File: config.mk
export PLATFORM = sky130hd
export DESIGN_NAME = cscc_storage_ctrl
export DESIGN_NICKNAME = d
export VERILOG_FILES = /design/src/design/cscc_pkg.sv /design/src/design/cscc_phase_timer.sv /design/src/design/cscc_seq_ctrl.sv /design/src/design/cscc_storage_ctrl.sv
export SDC_FILE = /design/constraint.sdc
export NUM_CORES = 1
export LEC_CHECK = 0
export BUFFER_PORTS_ARGS = -buffer_cell sky130_fd_sc_hd__buf_2
export CAP_MARGIN = 15
export CORE_ASPECT_RATIO = 0.9
export CORE_MARGIN = 5
export CORE_UTILIZATION = 45
export DETAILED_ROUTE_END_ITERATION = 10
export HOLD_SLACK_MARGIN = 0.02
export PLACE_DENSITY = 0.67
export SLEW_MARGIN = 20
export SYNTH_ARGS = -nofsm -noshare
export SYNTH_HDL_FRONTEND = slang
export SYNTH_SLANG_ARGS = --single-unit
File: constraint.sdc
create_clock -name clock_i -period 12.8 [get_ports clock_i]
set_input_delay 1.28 -clock clock_i [delete_from_list [all_inputs] [get_ports clock_i]]
set_output_delay 1.28 -clock clock_i [all_outputs]
set_load 0.01 [all_outputs]
File: src/design/cscc_pkg.sv
package cscc_pkg;

  // Clock and documented times, each in nanoseconds.
  localparam int CLK_PERIOD_NS  = 10;
  localparam int SR_CYCLE_NS    = 4000;
  localparam int READ_NS        = 830;
  localparam int WRITE_START_NS = 2830;
  localparam int WRITE_LEN_NS   = 1800;

  // Cycle counts: durations round down, the start delay rounds up.
  localparam int SR_CYCLE_CYC    = SR_CYCLE_NS / CLK_PERIOD_NS;
  localparam int READ_CYC        = READ_NS / CLK_PERIOD_NS;
  localparam int WRITE_START_CYC =
    (WRITE_START_NS + CLK_PERIOD_NS - 1) / CLK_PERIOD_NS;
  localparam int WRITE_LEN_CYC   = WRITE_LEN_NS / CLK_PERIOD_NS;

  localparam int PULSES_PER_SR  = 24;
  localparam int PULSES_PER_EXC = 8;

  localparam int WORD_W    = 8;
  localparam int ADDR_W    = 12;
  localparam int WORDS_2K  = 2048;
  localparam int WORDS_4K  = 4096;
  localparam int PLANE_DIM = 64;

  // Octal groups of the storage address register.
  localparam int VDRV_B2 = 11;
  localparam int VDRV_B1 = 9;
  localparam int VDRV_B0 = 8;
  localparam int HDRV_B2 = 10;
  localparam int HDRV_B1 = 7;
  localparam int HDRV_B0 = 6;
  localparam int VDIV_LSB = 3;
  localparam int HDIV_LSB = 0;
  localparam int BANK_BIT = 11;

  localparam logic [WORD_W-1:0] WORD_RESET = 8'h00;
  localparam logic [ADDR_W-1:0] ADDR_RESET = 12'h000;

  typedef enum logic [4:0] {
    CSCC_CYC_D  = 5'h01,
    CSCC_CYC_A  = 5'h02,
    CSCC_CYC_B  = 5'h04,
    CSCC_CYC_C  = 5'h08,
    CSCC_CYC_C2 = 5'h10
  } cscc_cycle_type;

  typedef enum logic [2:0] {
    CSCC_SEQ_SINGLE   = 3'h0,
    CSCC_SEQ_NO_ADDR  = 3'h1,
    CSCC_SEQ_DIRECT   = 3'h2,
    CSCC_SEQ_INDIRECT = 3'h3,
    CSCC_SEQ_REPLACE  = 3'h4,
    CSCC_SEQ_EXT_FN   = 3'h5
  } cscc_seq_kind_type;

endpackage : cscc_pkg

File: src/design/cscc_phase_timer.sv
`timescale 1ns/1ps
module cscc_phase_timer
  import cscc_pkg::*;
(
  input  wire logic       clock_i,
  input  wire logic       nrst_i,
  input  wire logic       ce_i,
  input  wire logic       start_i,
  output logic            ready_o,
  output logic            active_o,
  output logic            read_o,
  output logic            write_o,
  output logic            inhibit_o,
  output logic            divert_o,
  output logic            cycle_end_o,
  output logic [4:0]      pulse_o,
  output logic [1:0]      excursion_o
);

  logic [8:0]  cnt;
  logic [7:0]  wcnt;
  logic [13:0] scaled;
  logic [4:0]  pulse_idx;
  logic [1:0]  exc_bin;
  wire         go        = start_i && ready_o;
  wire         cnt_last  = active_o && (cnt == 9'(SR_CYCLE_CYC - 1));
  wire         read_end  = active_o && (cnt == 9'(READ_CYC - 1));
  wire         write_set = active_o && (cnt == 9'(WRITE_START_CYC - 1));
  wire         write_end = write_o && (wcnt == 8'(WRITE_LEN_CYC - 1));

  // A new cycle waits for the boundary and for the last write to finish.
  assign ready_o     = !active_o && !write_o;
  assign scaled      = 14'(cnt) * 14'(PULSES_PER_SR);
  assign pulse_idx   = 5'(scaled / 14'(SR_CYCLE_CYC));
  assign exc_bin     = 2'(pulse_idx / 5'(PULSES_PER_EXC));
  assign pulse_o     = pulse_idx;
  assign excursion_o = {exc_bin[1], exc_bin[1] ^ exc_bin[0]};

  always_ff @(posedge clock_i) begin
    if (!nrst_i) begin
      cnt         <= '0;
      wcnt        <= '0;
      active_o    <= 1'b0;
      read_o      <= 1'b0;
      write_o     <= 1'b0;
      inhibit_o   <= 1'b0;
      divert_o    <= 1'b0;
      cycle_end_o <= 1'b0;
    end else if (ce_i) begin
      cycle_end_o <= cnt_last;
      if (go) begin
        active_o <= 1'b1;
        cnt      <= '0;
      end else if (cnt_last) begin
        active_o <= 1'b0;
      end else if (active_o) begin
        cnt <= cnt + 9'd1;
      end
      // Each phase is one flip-flop set and cleared at a fixed count.
      if (go) read_o <= 1'b1;
      else if (read_end) read_o <= 1'b0;
      if (write_set) begin
        write_o   <= 1'b1;
        inhibit_o <= 1'b1;
        wcnt      <= '0;
      end else if (write_end) begin
        write_o   <= 1'b0;
        inhibit_o <= 1'b0;
      end else if (write_o) begin
        wcnt <= wcnt + 8'd1;
      end
      if (go) divert_o <= 1'b1;
      else if (write_end) divert_o <= 1'b0;
    end
  end

endmodule : cscc_phase_timer

File: src/design/cscc_seq_ctrl.sv
`timescale 1ns/1ps
module cscc_seq_ctrl
  import cscc_pkg::*;
(
  input  wire logic              clock_i,
  input  wire logic              nrst_i,
  input  wire logic              ce_i,
  input  wire logic              instr_start_i,
  input  wire cscc_seq_kind_type kind_i,
  input  wire logic              grant_i,
  input  wire logic              cycle_end_i,
  output logic                   req_o,
  output logic                   busy_o,
  output logic                   instr_done_o,
  output cscc_cycle_type         cycle_type_o,
  output logic [2:0]             cycles_o
);

  typedef enum logic [2:0] {
    CSCC_S_IDLE = 3'h1,
    CSCC_S_REQ  = 3'h2,
    CSCC_S_RUN  = 3'h4
  } cscc_seq_state_type;

  cscc_seq_state_type state;
  cscc_seq_kind_type  kind;
  logic [1:0]         idx;

  // Number of references made by each sequence.
  function automatic logic [2:0] seq_len(input cscc_seq_kind_type k);
    case (k)
      CSCC_SEQ_SINGLE:   seq_len = 3'd1;
      CSCC_SEQ_NO_ADDR:  seq_len = 3'd2;
      CSCC_SEQ_DIRECT:   seq_len = 3'd3;
      CSCC_SEQ_EXT_FN:   seq_len = 3'd3;
      default:           seq_len = 3'd4;
    endcase
  endfunction : seq_len

  // Cycle type at a given step of a sequence.
  function automatic cscc_cycle_type seq_step(input cscc_seq_kind_type k,
                                              input logic [1:0] i);
    seq_step = CSCC_CYC_D;
    case (k)
      CSCC_SEQ_NO_ADDR:
        if (i == 2'd1) seq_step = CSCC_CYC_C;
      CSCC_SEQ_DIRECT:
        if (i == 2'd1) seq_step = CSCC_CYC_B;
        else if (i == 2'd2) seq_step = CSCC_CYC_C;
      CSCC_SEQ_INDIRECT:
        if (i == 2'd1) seq_step = CSCC_CYC_A;
        else if (i == 2'd2) seq_step = CSCC_CYC_B;
        else if (i == 2'd3) seq_step = CSCC_CYC_C;
      CSCC_SEQ_REPLACE:
        if (i == 2'd1) seq_step = CSCC_CYC_B;
        else if (i == 2'd2) seq_step = CSCC_CYC_C;
        else if (i == 2'd3) seq_step = CSCC_CYC_C2;
      CSCC_SEQ_EXT_FN:
        if (i == 2'd1) seq_step = CSCC_CYC_C;
        else if (i == 2'd2) seq_step = CSCC_CYC_C2;
      default: seq_step = CSCC_CYC_D;
    endcase
  endfunction : seq_step

  wire last_step = ({1'b0, idx} == seq_len(kind) - 3'd1);

  assign req_o        = (state == CSCC_S_REQ);
  assign busy_o       = (state != CSCC_S_IDLE);
  assign cycle_type_o = seq_step(kind, idx);

  always_ff @(posedge clock_i) begin
    if (!nrst_i) begin
      state        <= CSCC_S_IDLE;
      kind         <= CSCC_SEQ_SINGLE;
      idx          <= '0;
      cycles_o     <= '0;
      instr_done_o <= 1'b0;
    end else if (ce_i) begin
      instr_done_o <= 1'b0;
      case (state)
        CSCC_S_IDLE: begin
          if (instr_start_i) begin
            kind     <= kind_i;
            idx      <= '0;
            cycles_o <= '0;
            state    <= CSCC_S_REQ;
          end
        end
        CSCC_S_REQ: begin
          if (grant_i) state <= CSCC_S_RUN;
        end
        CSCC_S_RUN: begin
          if (cycle_end_i) begin
            cycles_o <= cycles_o + 3'd1;
            if (last_step) begin
              instr_done_o <= 1'b1;
              state        <= CSCC_S_IDLE;
            end else begin
              idx   <= idx + 2'd1;
              state <= CSCC_S_REQ;
            end
          end
        end
        default: state <= CSCC_S_IDLE;
      endcase
    end
  end

endmodule : cscc_seq_ctrl

File: src/design/cscc_storage_ctrl.sv
`timescale 1ns/1ps
module cscc_storage_ctrl
  import cscc_pkg::*;
(
  input  wire logic              clock_i,
  input  wire logic              nrst_i,
  input  wire logic              ce_i,
  input  wire logic              size_4k_i,
  input  wire logic              run_i,
  input  wire logic              step_i,
  input  wire logic              instr_start_i,
  input  wire cscc_seq_kind_type seq_kind_i,
  input  wire logic [ADDR_W-1:0] addr_i,
  input  wire logic              use_buffer_i,
  input  wire logic              store_new_i,
  input  wire logic [WORD_W-1:0] write_data_i,
  input  wire logic [WORD_W-1:0] sense_i,
  output logic                   busy_o,
  output logic                   sr_req_o,
  output logic                   sr_active_o,
  output logic                   cycle_end_o,
  output logic                   instr_done_o,
  output cscc_cycle_type         cycle_type_o,
  output logic [2:0]             cycles_o,
  output logic [4:0]             pulse_o,
  output logic [1:0]             excursion_o,
  output logic                   read_phase_o,
  output logic                   write_phase_o,
  output logic                   inhibit_phase_o,
  output logic                   divert_phase_o,
  output logic                   read_drive_o,
  output logic                   write_drive_o,
  output logic [WORD_W-1:0]      inhibit_o,
  output logic [7:0]             vert_driver_o,
  output logic [7:0]             horz_driver_o,
  output logic [7:0]             vert_diverter_o,
  output logic [7:0]             horz_diverter_o,
  output logic [ADDR_W-1:0]      storage_addr_o,
  output logic [WORD_W-1:0]      storage_data_o,
  output logic [WORD_W-1:0]      buffer_data_o
);

  // One-of-eight selection from an octal digit.
  function automatic logic [7:0] octal_select(input logic [2:0] digit);
    case (digit)
      3'h0:    octal_select = 8'h01;
      3'h1:    octal_select = 8'h02;
      3'h2:    octal_select = 8'h04;
      3'h3:    octal_select = 8'h08;
      3'h4:    octal_select = 8'h10;
      3'h5:    octal_select = 8'h20;
      3'h6:    octal_select = 8'h40;
      3'h7:    octal_select = 8'h80;
      default: octal_select = 8'h00;
    endcase
  endfunction : octal_select

  // Synchronisers for the console switches and the sense amplifiers.
  logic              run_meta;
  logic              run_sync;
  logic              step_meta;
  logic              step_sync;
  logic              step_prev;
  logic [WORD_W-1:0] sense_meta;
  logic [WORD_W-1:0] sense_sync;
  logic              size_meta;
  logic              size_sync;

  // Cycle bookkeeping.
  logic              step_pending;
  logic              cycle_to_buffer;
  logic              cycle_new_data;

  // Wires between the submodules and the control below.
  logic              tmr_ready;
  logic              tmr_active;
  logic              tmr_read;
  logic              tmr_write;
  logic              tmr_inhibit;
  logic              tmr_divert;
  logic              tmr_end;
  logic              seq_req;
  logic              seq_busy;
  logic              seq_done;
  cscc_cycle_type    seq_type;
  logic [2:0]        seq_cycles;
  logic [4:0]        tmr_pulse;
  logic [1:0]        tmr_exc;

  // Selection and gating of the next cycle and of the data register.
  wire               step_edge;
  wire               may_run;
  wire               grant;
  wire [ADDR_W-1:0]  masked_addr;
  wire [WORD_W-1:0]  active_word;
  wire [WORD_W-1:0]  captured_word;
  wire [WORD_W-1:0]  start_word;
  wire               sense_open;
  wire [7:0]         vert_drv_sel;
  wire [7:0]         horz_drv_sel;
  wire [7:0]         vert_div_sel;
  wire [7:0]         horz_div_sel;

  assign step_edge   = step_sync && !step_prev;
  assign may_run     = run_sync || step_pending;
  // Requests are taken only once the timer reports a free boundary.
  assign grant       = seq_req && tmr_ready && may_run;

  // The 2048-word stack has no upper bank, so that address bit reads zero.
  assign masked_addr = size_sync ? addr_i
                                 : (addr_i & ~(ADDR_W'(1) << BANK_BIT));

  assign active_word = cycle_to_buffer ? buffer_data_o : storage_data_o;

  // Sense outputs are only let through while reading the old word.
  assign sense_open    = tmr_read && !cycle_new_data;
  assign captured_word = active_word | sense_sync;

  // Reading clears the cores, so an old word starts empty and is rebuilt.
  assign start_word  = store_new_i ? write_data_i : WORD_RESET;

  // Drive direction follows the phase flip-flops.
  assign read_drive_o  = tmr_read && tmr_divert;
  assign write_drive_o = tmr_write && tmr_divert;

  // One octal group per driver or diverter bank, shared by all planes.
  assign vert_drv_sel = octal_select({masked_addr[VDRV_B2],
                                      masked_addr[VDRV_B1],
                                      masked_addr[VDRV_B0]});
  assign horz_drv_sel = octal_select({masked_addr[HDRV_B2],
                                      masked_addr[HDRV_B1],
                                      masked_addr[HDRV_B0]});
  assign vert_div_sel = octal_select(masked_addr[VDIV_LSB +: 3]);
  assign horz_div_sel = octal_select(masked_addr[HDIV_LSB +: 3]);

  // A zero data bit energizes its plane's inhibit for the whole write.
  generate
    for (genvar b = 0; b < WORD_W; b++) begin : g_inhibit
      assign inhibit_o[b] = tmr_inhibit && !active_word[b];
    end
  endgenerate

  assign read_phase_o    = tmr_read;
  assign write_phase_o   = tmr_write;
  assign inhibit_phase_o = tmr_inhibit;
  assign divert_phase_o  = tmr_divert;
  assign sr_active_o     = tmr_active;
  assign cycle_end_o     = tmr_end;
  assign pulse_o         = tmr_pulse;
  assign excursion_o     = tmr_exc;
  assign busy_o          = seq_busy;
  assign sr_req_o        = seq_req;
  assign instr_done_o    = seq_done;
  assign cycle_type_o    = seq_type;
  assign cycles_o        = seq_cycles;

  cscc_phase_timer u_timer (
    .clock_i     (clock_i),
    .nrst_i      (nrst_i),
    .ce_i        (ce_i),
    .start_i     (grant),
    .ready_o     (tmr_ready),
    .active_o    (tmr_active),
    .read_o      (tmr_read),
    .write_o     (tmr_write),
    .inhibit_o   (tmr_inhibit),
    .divert_o    (tmr_divert),
    .cycle_end_o (tmr_end),
    .pulse_o     (tmr_pulse),
    .excursion_o (tmr_exc)
  );

  cscc_seq_ctrl u_seq (
    .clock_i       (clock_i),
    .nrst_i        (nrst_i),
    .ce_i          (ce_i),
    .instr_start_i (instr_start_i),
    .kind_i        (seq_kind_i),
    .grant_i       (grant),
    .cycle_end_i   (tmr_end),
    .req_o         (seq_req),
    .busy_o        (seq_busy),
    .instr_done_o  (seq_done),
    .cycle_type_o  (seq_type),
    .cycles_o      (seq_cycles)
  );

  always_ff @(posedge clock_i) begin
    if (!nrst_i) begin
      run_meta   <= 1'b0;
      run_sync   <= 1'b0;
      step_meta  <= 1'b0;
      step_sync  <= 1'b0;
      step_prev  <= 1'b0;
      sense_meta <= WORD_RESET;
      sense_sync <= WORD_RESET;
      size_meta  <= 1'b0;
      size_sync  <= 1'b0;
    end else if (ce_i) begin
      run_meta   <= run_i;
      run_sync   <= run_meta;
      step_meta  <= step_i;
      step_sync  <= step_meta;
      step_prev  <= step_sync;
      sense_meta <= sense_i;
      sense_sync <= sense_meta;
      size_meta  <= size_4k_i;
      size_sync  <= size_meta;
    end
  end

  // A step press allows exactly one cycle; a new press wins over the use.
  always_ff @(posedge clock_i) begin
    if (!nrst_i) begin
      step_pending <= 1'b0;
    end else if (ce_i) begin
      if (step_edge) step_pending <= 1'b1;
      else if (grant && !run_sync) step_pending <= 1'b0;
    end
  end

  // The address is taken at the boundary and held until the next one.
  always_ff @(posedge clock_i) begin
    if (!nrst_i) begin
      storage_addr_o  <= ADDR_RESET;
      cycle_to_buffer <= 1'b0;
      cycle_new_data  <= 1'b0;
    end else if (ce_i && grant) begin
      storage_addr_o  <= masked_addr;
      cycle_to_buffer <= use_buffer_i;
      cycle_new_data  <= store_new_i;
    end
  end

  // Driver and diverter selects, one shared coordinate for all planes.
  always_ff @(posedge clock_i) begin
    if (!nrst_i) begin
      vert_driver_o   <= '0;
      horz_driver_o   <= '0;
      vert_diverter_o <= '0;
      horz_diverter_o <= '0;
    end else if (ce_i && grant) begin
      vert_driver_o   <= vert_drv_sel;
      horz_driver_o   <= horz_drv_sel;
      vert_diverter_o <= vert_div_sel;
      horz_diverter_o <= horz_div_sel;
    end
  end

  // Data register: loaded at the boundary, filled by sense during read,
  // and held unchanged through the write so the same word is restored.
  always_ff @(posedge clock_i) begin
    if (!nrst_i) begin
      storage_data_o <= WORD_RESET;
      buffer_data_o  <= WORD_RESET;
    end else if (ce_i) begin
      if (grant) begin
        if (use_buffer_i) buffer_data_o <= start_word;
        else storage_data_o <= start_word;
      end else if (sense_open) begin
        if (cycle_to_buffer) buffer_data_o <= captured_word;
        else storage_data_o <= captured_word;
      end
    end
  end

endmodule : cscc_storage_ctrl

==> impl_summary.txt <==
----------------------------------------------------
[Synthesis]
  Count of flip-flops with a built-in enable after synthesis ... 0
  Synth Cell Area ... 0.00707 mm2
  Number of cells produced by synthesis ... 884
  Post-Syn Nets ... 950
  Number of distinct library cell variants in the gate-level netlist after synthesis ... 78
  Number of register bits inferred by synthesis ... 120
  Cell type with the largest total area after synthesis ... dfxtp_1
  Share of async-settable or async-resettable flops after synthesis ... 0
  Proportion of synthesized chip area in sequential cells ... 0.340
  Top cells by area, synth ... dfxtp_1 34%, mux2i_1 8.5%, nor2_1 6.9%
  Share of the synthesized area in the top cell type ... 0.340
  Synthesized area per cell ... 7.99 um2
  Synth warn ... 0
  Prevailing post-synth register cell ... dfxtp_1

[Setup path]
  Critical setup path kind ... reg2out
  Number of cells traversed by the worst register-to-register path ... 8
  Largest fanout on the critical path ... 15
  Largest delay contributor family on the critical path ... compound AO/OA/AOI/OAI gates
  Slowest cell on crit path ... xor2_1
  Ordered cell list for the critical path ... ha_1 > inv_1 > fa_1 > nand2b_1 > a21oi_1 > xor2_1 > nor3_1 > a32o_1 > a221oi_4 > a32oi_2 > or3_4 > o221ai_4 > mux2_4 > nand4b_4 > a211oi_2 > o32a_1 > o211ai_2 > buf_2
  Stage delay of the slowest cell on the critical path ... 0.83 ns
  CP endpoint kind ... output pin
  Data required time of the worst path ... 11.52 ns
  Buf/Inv on CP ... 2
  Data arrival time of the critical path ... 5.92 ns
  CP Depth ... 18
  Category of the worst setup path launch point ... flop

[Place]
  Total half-perimeter wirelength after legalization and detailed placement ... 13300 um
  Pre-CTS setup slack ... 6.12 ns
  Cell count after placement ... 1163
  Number of port buffers ... 133
  Standard cell area after detailed placement ... 0.00776 mm2
  Routability congestion estimate from global placement ... 0.957

[CTS]
  Number of resized instances in the post-cts repair step ... 0
  Deepest level of the CTS H-tree ... 4
  Hold-fix buffers at CTS ... 0
  CTS clk-pin slew, worst paths ... 0.06 ns
  Cell chosen for the clock root ... clkbuf_16
  Insertion delay of the later-clocked pin in the worst-skew pair ... 0.41 ns
  Number of setup buffers added after CTS ... 0
  Number of CTS-inserted buffers ... 17
  Bufs on Longest Clock Path ... 2
  CTS tree ... built
  Clock sink total ... 120

[Floorplan]
  Area of the core ... 0.0154 mm2
  Area of the die ... 0.0183 mm2
  Core Rows ... 43
  Vertical die dimension ... 129 um
  Die boundary width ... 142 um
  Boundary pin count ... 134
  Initial standard-cell utilization of the core ... 0.458

[Routing]
  Routed wire length ... 18700 um
  Post-detailed-route via-to-cell ratio ... 5.60
  Routed wl met2 ... 8060 um
  Via count ... 6688
  Routed length on met3 ... 1260 um
  Metal1 wirelength ... 9120 um
  Max Used Layer ... met5
  Average detailed-routed wire length per instance ... 15.6 um
  First-pass DRT Iterations ... 5
  DRC errors left ... 0
  Routed Antenna Nets ... 0
  Starting DRT DRC Count ... 545

[Min path]
  Kind of path behind the tightest hold check ... reg2reg
  Worst hold stages ... 2

[GRT]
  Via count of the first global-routing pass ... 6010
  First-pass GRT wire length ... 30600 um
  Final global-route overflow total ... 0
  Initial antenna violation count ... 1
  Total GRT Usage ... 0.202
  Largest net degree at the start of global routing ... 81

[Pwr]
  Highest ir drop seen on vdd ... 88.4 uV
  Pleak ... 3.65 nW
  Total power per unit cell area ... 114 mW/mm2

[STA]
  Final worst path period share ... 0.563
  Unrepaired setup endpoints after global routing ... false
  Final-report setup violation count ... 0
  Max Fclk ... 139 MHz
  Final sum of negative setup slack ... 0 ns
  Number of hold violations in the final report ... 0
  Pins over their slew limit ... 0
  Skew final ... 0.0103 ns
  Fin worst setup slack ... 5.60 ns
  Transition at the pin with the smallest max-transition slack ... 1.04 ns
  Period minus WS final ... 7.20 ns
  Max-slew headroom ... 0.302

[Layout]
  Layout cells sized above 1 ... 0.196
  Utilization after layout ... 0.545
  Multi-input combinational cell area ... 0.00429 mm2
  Filler cell count in the final layout ... 1445
  Cell area after layout ... 0.00842 mm2
  Layout area overhead ... 19.1%
  Area of all sequential standard cells ... 0.00240 mm2
  Non-filler cells in the finished layout ... 1195
  Net total in the final layout ... 1046
  Inserted Diodes ... 0

[Run]
  Maxcap violations ... 0

[Status]
  Run status ... finished clean

----------------------------------------------------
[worst reg2reg max path, stage by stage (launching register included)]
cell and delay [ns]:
dfxtp_1 0.40, inv_1 0.11, nor3_1 0.42, nand2_1 0.56, inv_1 0.27, nor4b_1 0.08, o21ai_1 0.83, mux2i_1 0.29
nor2_1 0.06
[metal layers]
layer	vias to the layer above	global-route usage
met1	3113	0.288
met3	25	0.0587
li1	3323	-
met4	2	0.0542
met5	-	0
met2	225	0.299
[cells in the final DEF (no fill, tap or decap), types with 4 or more instances in the layout]
cell type	netlist	final
o21a_1	6	6
a22oi_1	5	5
mux2i_1	60	60
xnor2_1	15	15
nand4b_1	7	7
nand2b_1	12	12
xor2_1	10	10
a31oi_1	17	17
dfxtp_1	120	120
nand3_1	24	24
ha_1	25	25
o22ai_1	7	7
nor4_1	8	8
o21ai_0	21	21
nand4_1	13	13
nor2b_1	8	8
nor2_1	130	129
nor4b_1	7	7
a21oi_1	90	90
o211ai_1	7	7
clkbuf_16	0	17
a211oi_2	4	4
and2_1	13	13
clkinvlp_4	0	4
buf_2	8	133
a211o_1	4	4
inv_1	30	30
bufinv_16	0	5
a21o_1	6	6
nand2_1	86	85
nor3_1	19	19
buf_4	4	4
[registers in the layout, summed over array words and instances, names as in the netlist, 8 cells and up]
register / flops
vert_diverter_o: 8
vert_driver_o: 8
horz_diverter_o: 8
storage_addr_o: 12
horz_driver_o: 8
sense_meta: 8
buffer_data_o: 8
storage_data_o: 8
u_timer.wcnt: 8
sense_sync: 8
u_timer.cnt: 9
[metrics by stage]
| step | hold slack (ns) | total power, W |
|---|---|---|
| 2_1_floorplan | 0.445 | 0.000421 |
| 3_3_place_gp | 0.435 | 0.000435 |
| 3_5_place_dp | 0.443 | 0.000435 |
| 4_1_cts | 0.449 | 0.000965 |
| 5_1_grt | 0.465 | 0.000990 |
| 6_report | 0.445 | 0.000958 |
[report_power, final]
| part | leakage, nW | internal [W] | total (W) | switching [W] |
|---|---|---|---|---|
| registers | 0.970 | 0.000379 | 0.000384 | 0.00000505 |
| logic | 2.37 | 0.0000167 | 0.0000436 | 0.0000269 |
| clock network | 0.311 | 0.000352 | 0.000531 | 0.000179 |
| total | 3.65 | 0.000747 | 0.000958 | 0.000211 |
[logic make-up after synthesis]
| kind of cell | share of synthesized area |
|---|---|
| fa+ha+maj | 0.0499 |
| mux | 0.0887 |
| xor+xnor | 0.0310 |
| flops | 0.340 |
| compound gates | 0.204 |
| simple gates | 0.233 |
| buf+inv | 0.0535 |
[cell type report]
type	instances	area share
timing repair buffer	137	0.0826
clock buffer	18	0.0522
clock inverter	14	0.0260
sequential	120	0.285
inverter	31	0.0140
multi-input combinational	673	0.510
tap	202	0.0300
[final timing paths]
check                                        start  slack (ns)                 end
worst max-delay path                u_timer.cnt[1]        5.60          pulse_o[0]
worst min-delay path            vert_diverter_o[1]        0.45  vert_diverter_o[1]
worst max register to register      u_seq.state[1]        9.65   storage_data_o[4]
worst min register to register  vert_diverter_o[1]        0.45  vert_diverter_o[1]
[synth_stat cells, types with 4 or more instances]
library cell  number
o211ai_1           7
nand2b_1          12
nand4b_1           7
nor4_1             8
xor2_1            10
inv_1             30
nor3_1            19
o21ai_0           21
ha_1              25
nand2_1           86
buf_4              4
dfxtp_1          120
mux2i_1           60
o22ai_1            7
buf_2              8
a31oi_1           17
a21o_1             6
o21a_1             6
nor4b_1            7
and2_1            13
a21oi_1           90
a211o_1            4
nor2_1           130
xnor2_1           15
nand4_1           13
nand3_1           24
a22oi_1            5
clkbuf_1          41
nor2b_1            8
a211oi_2           4
(Power assumes the default switching activity.)
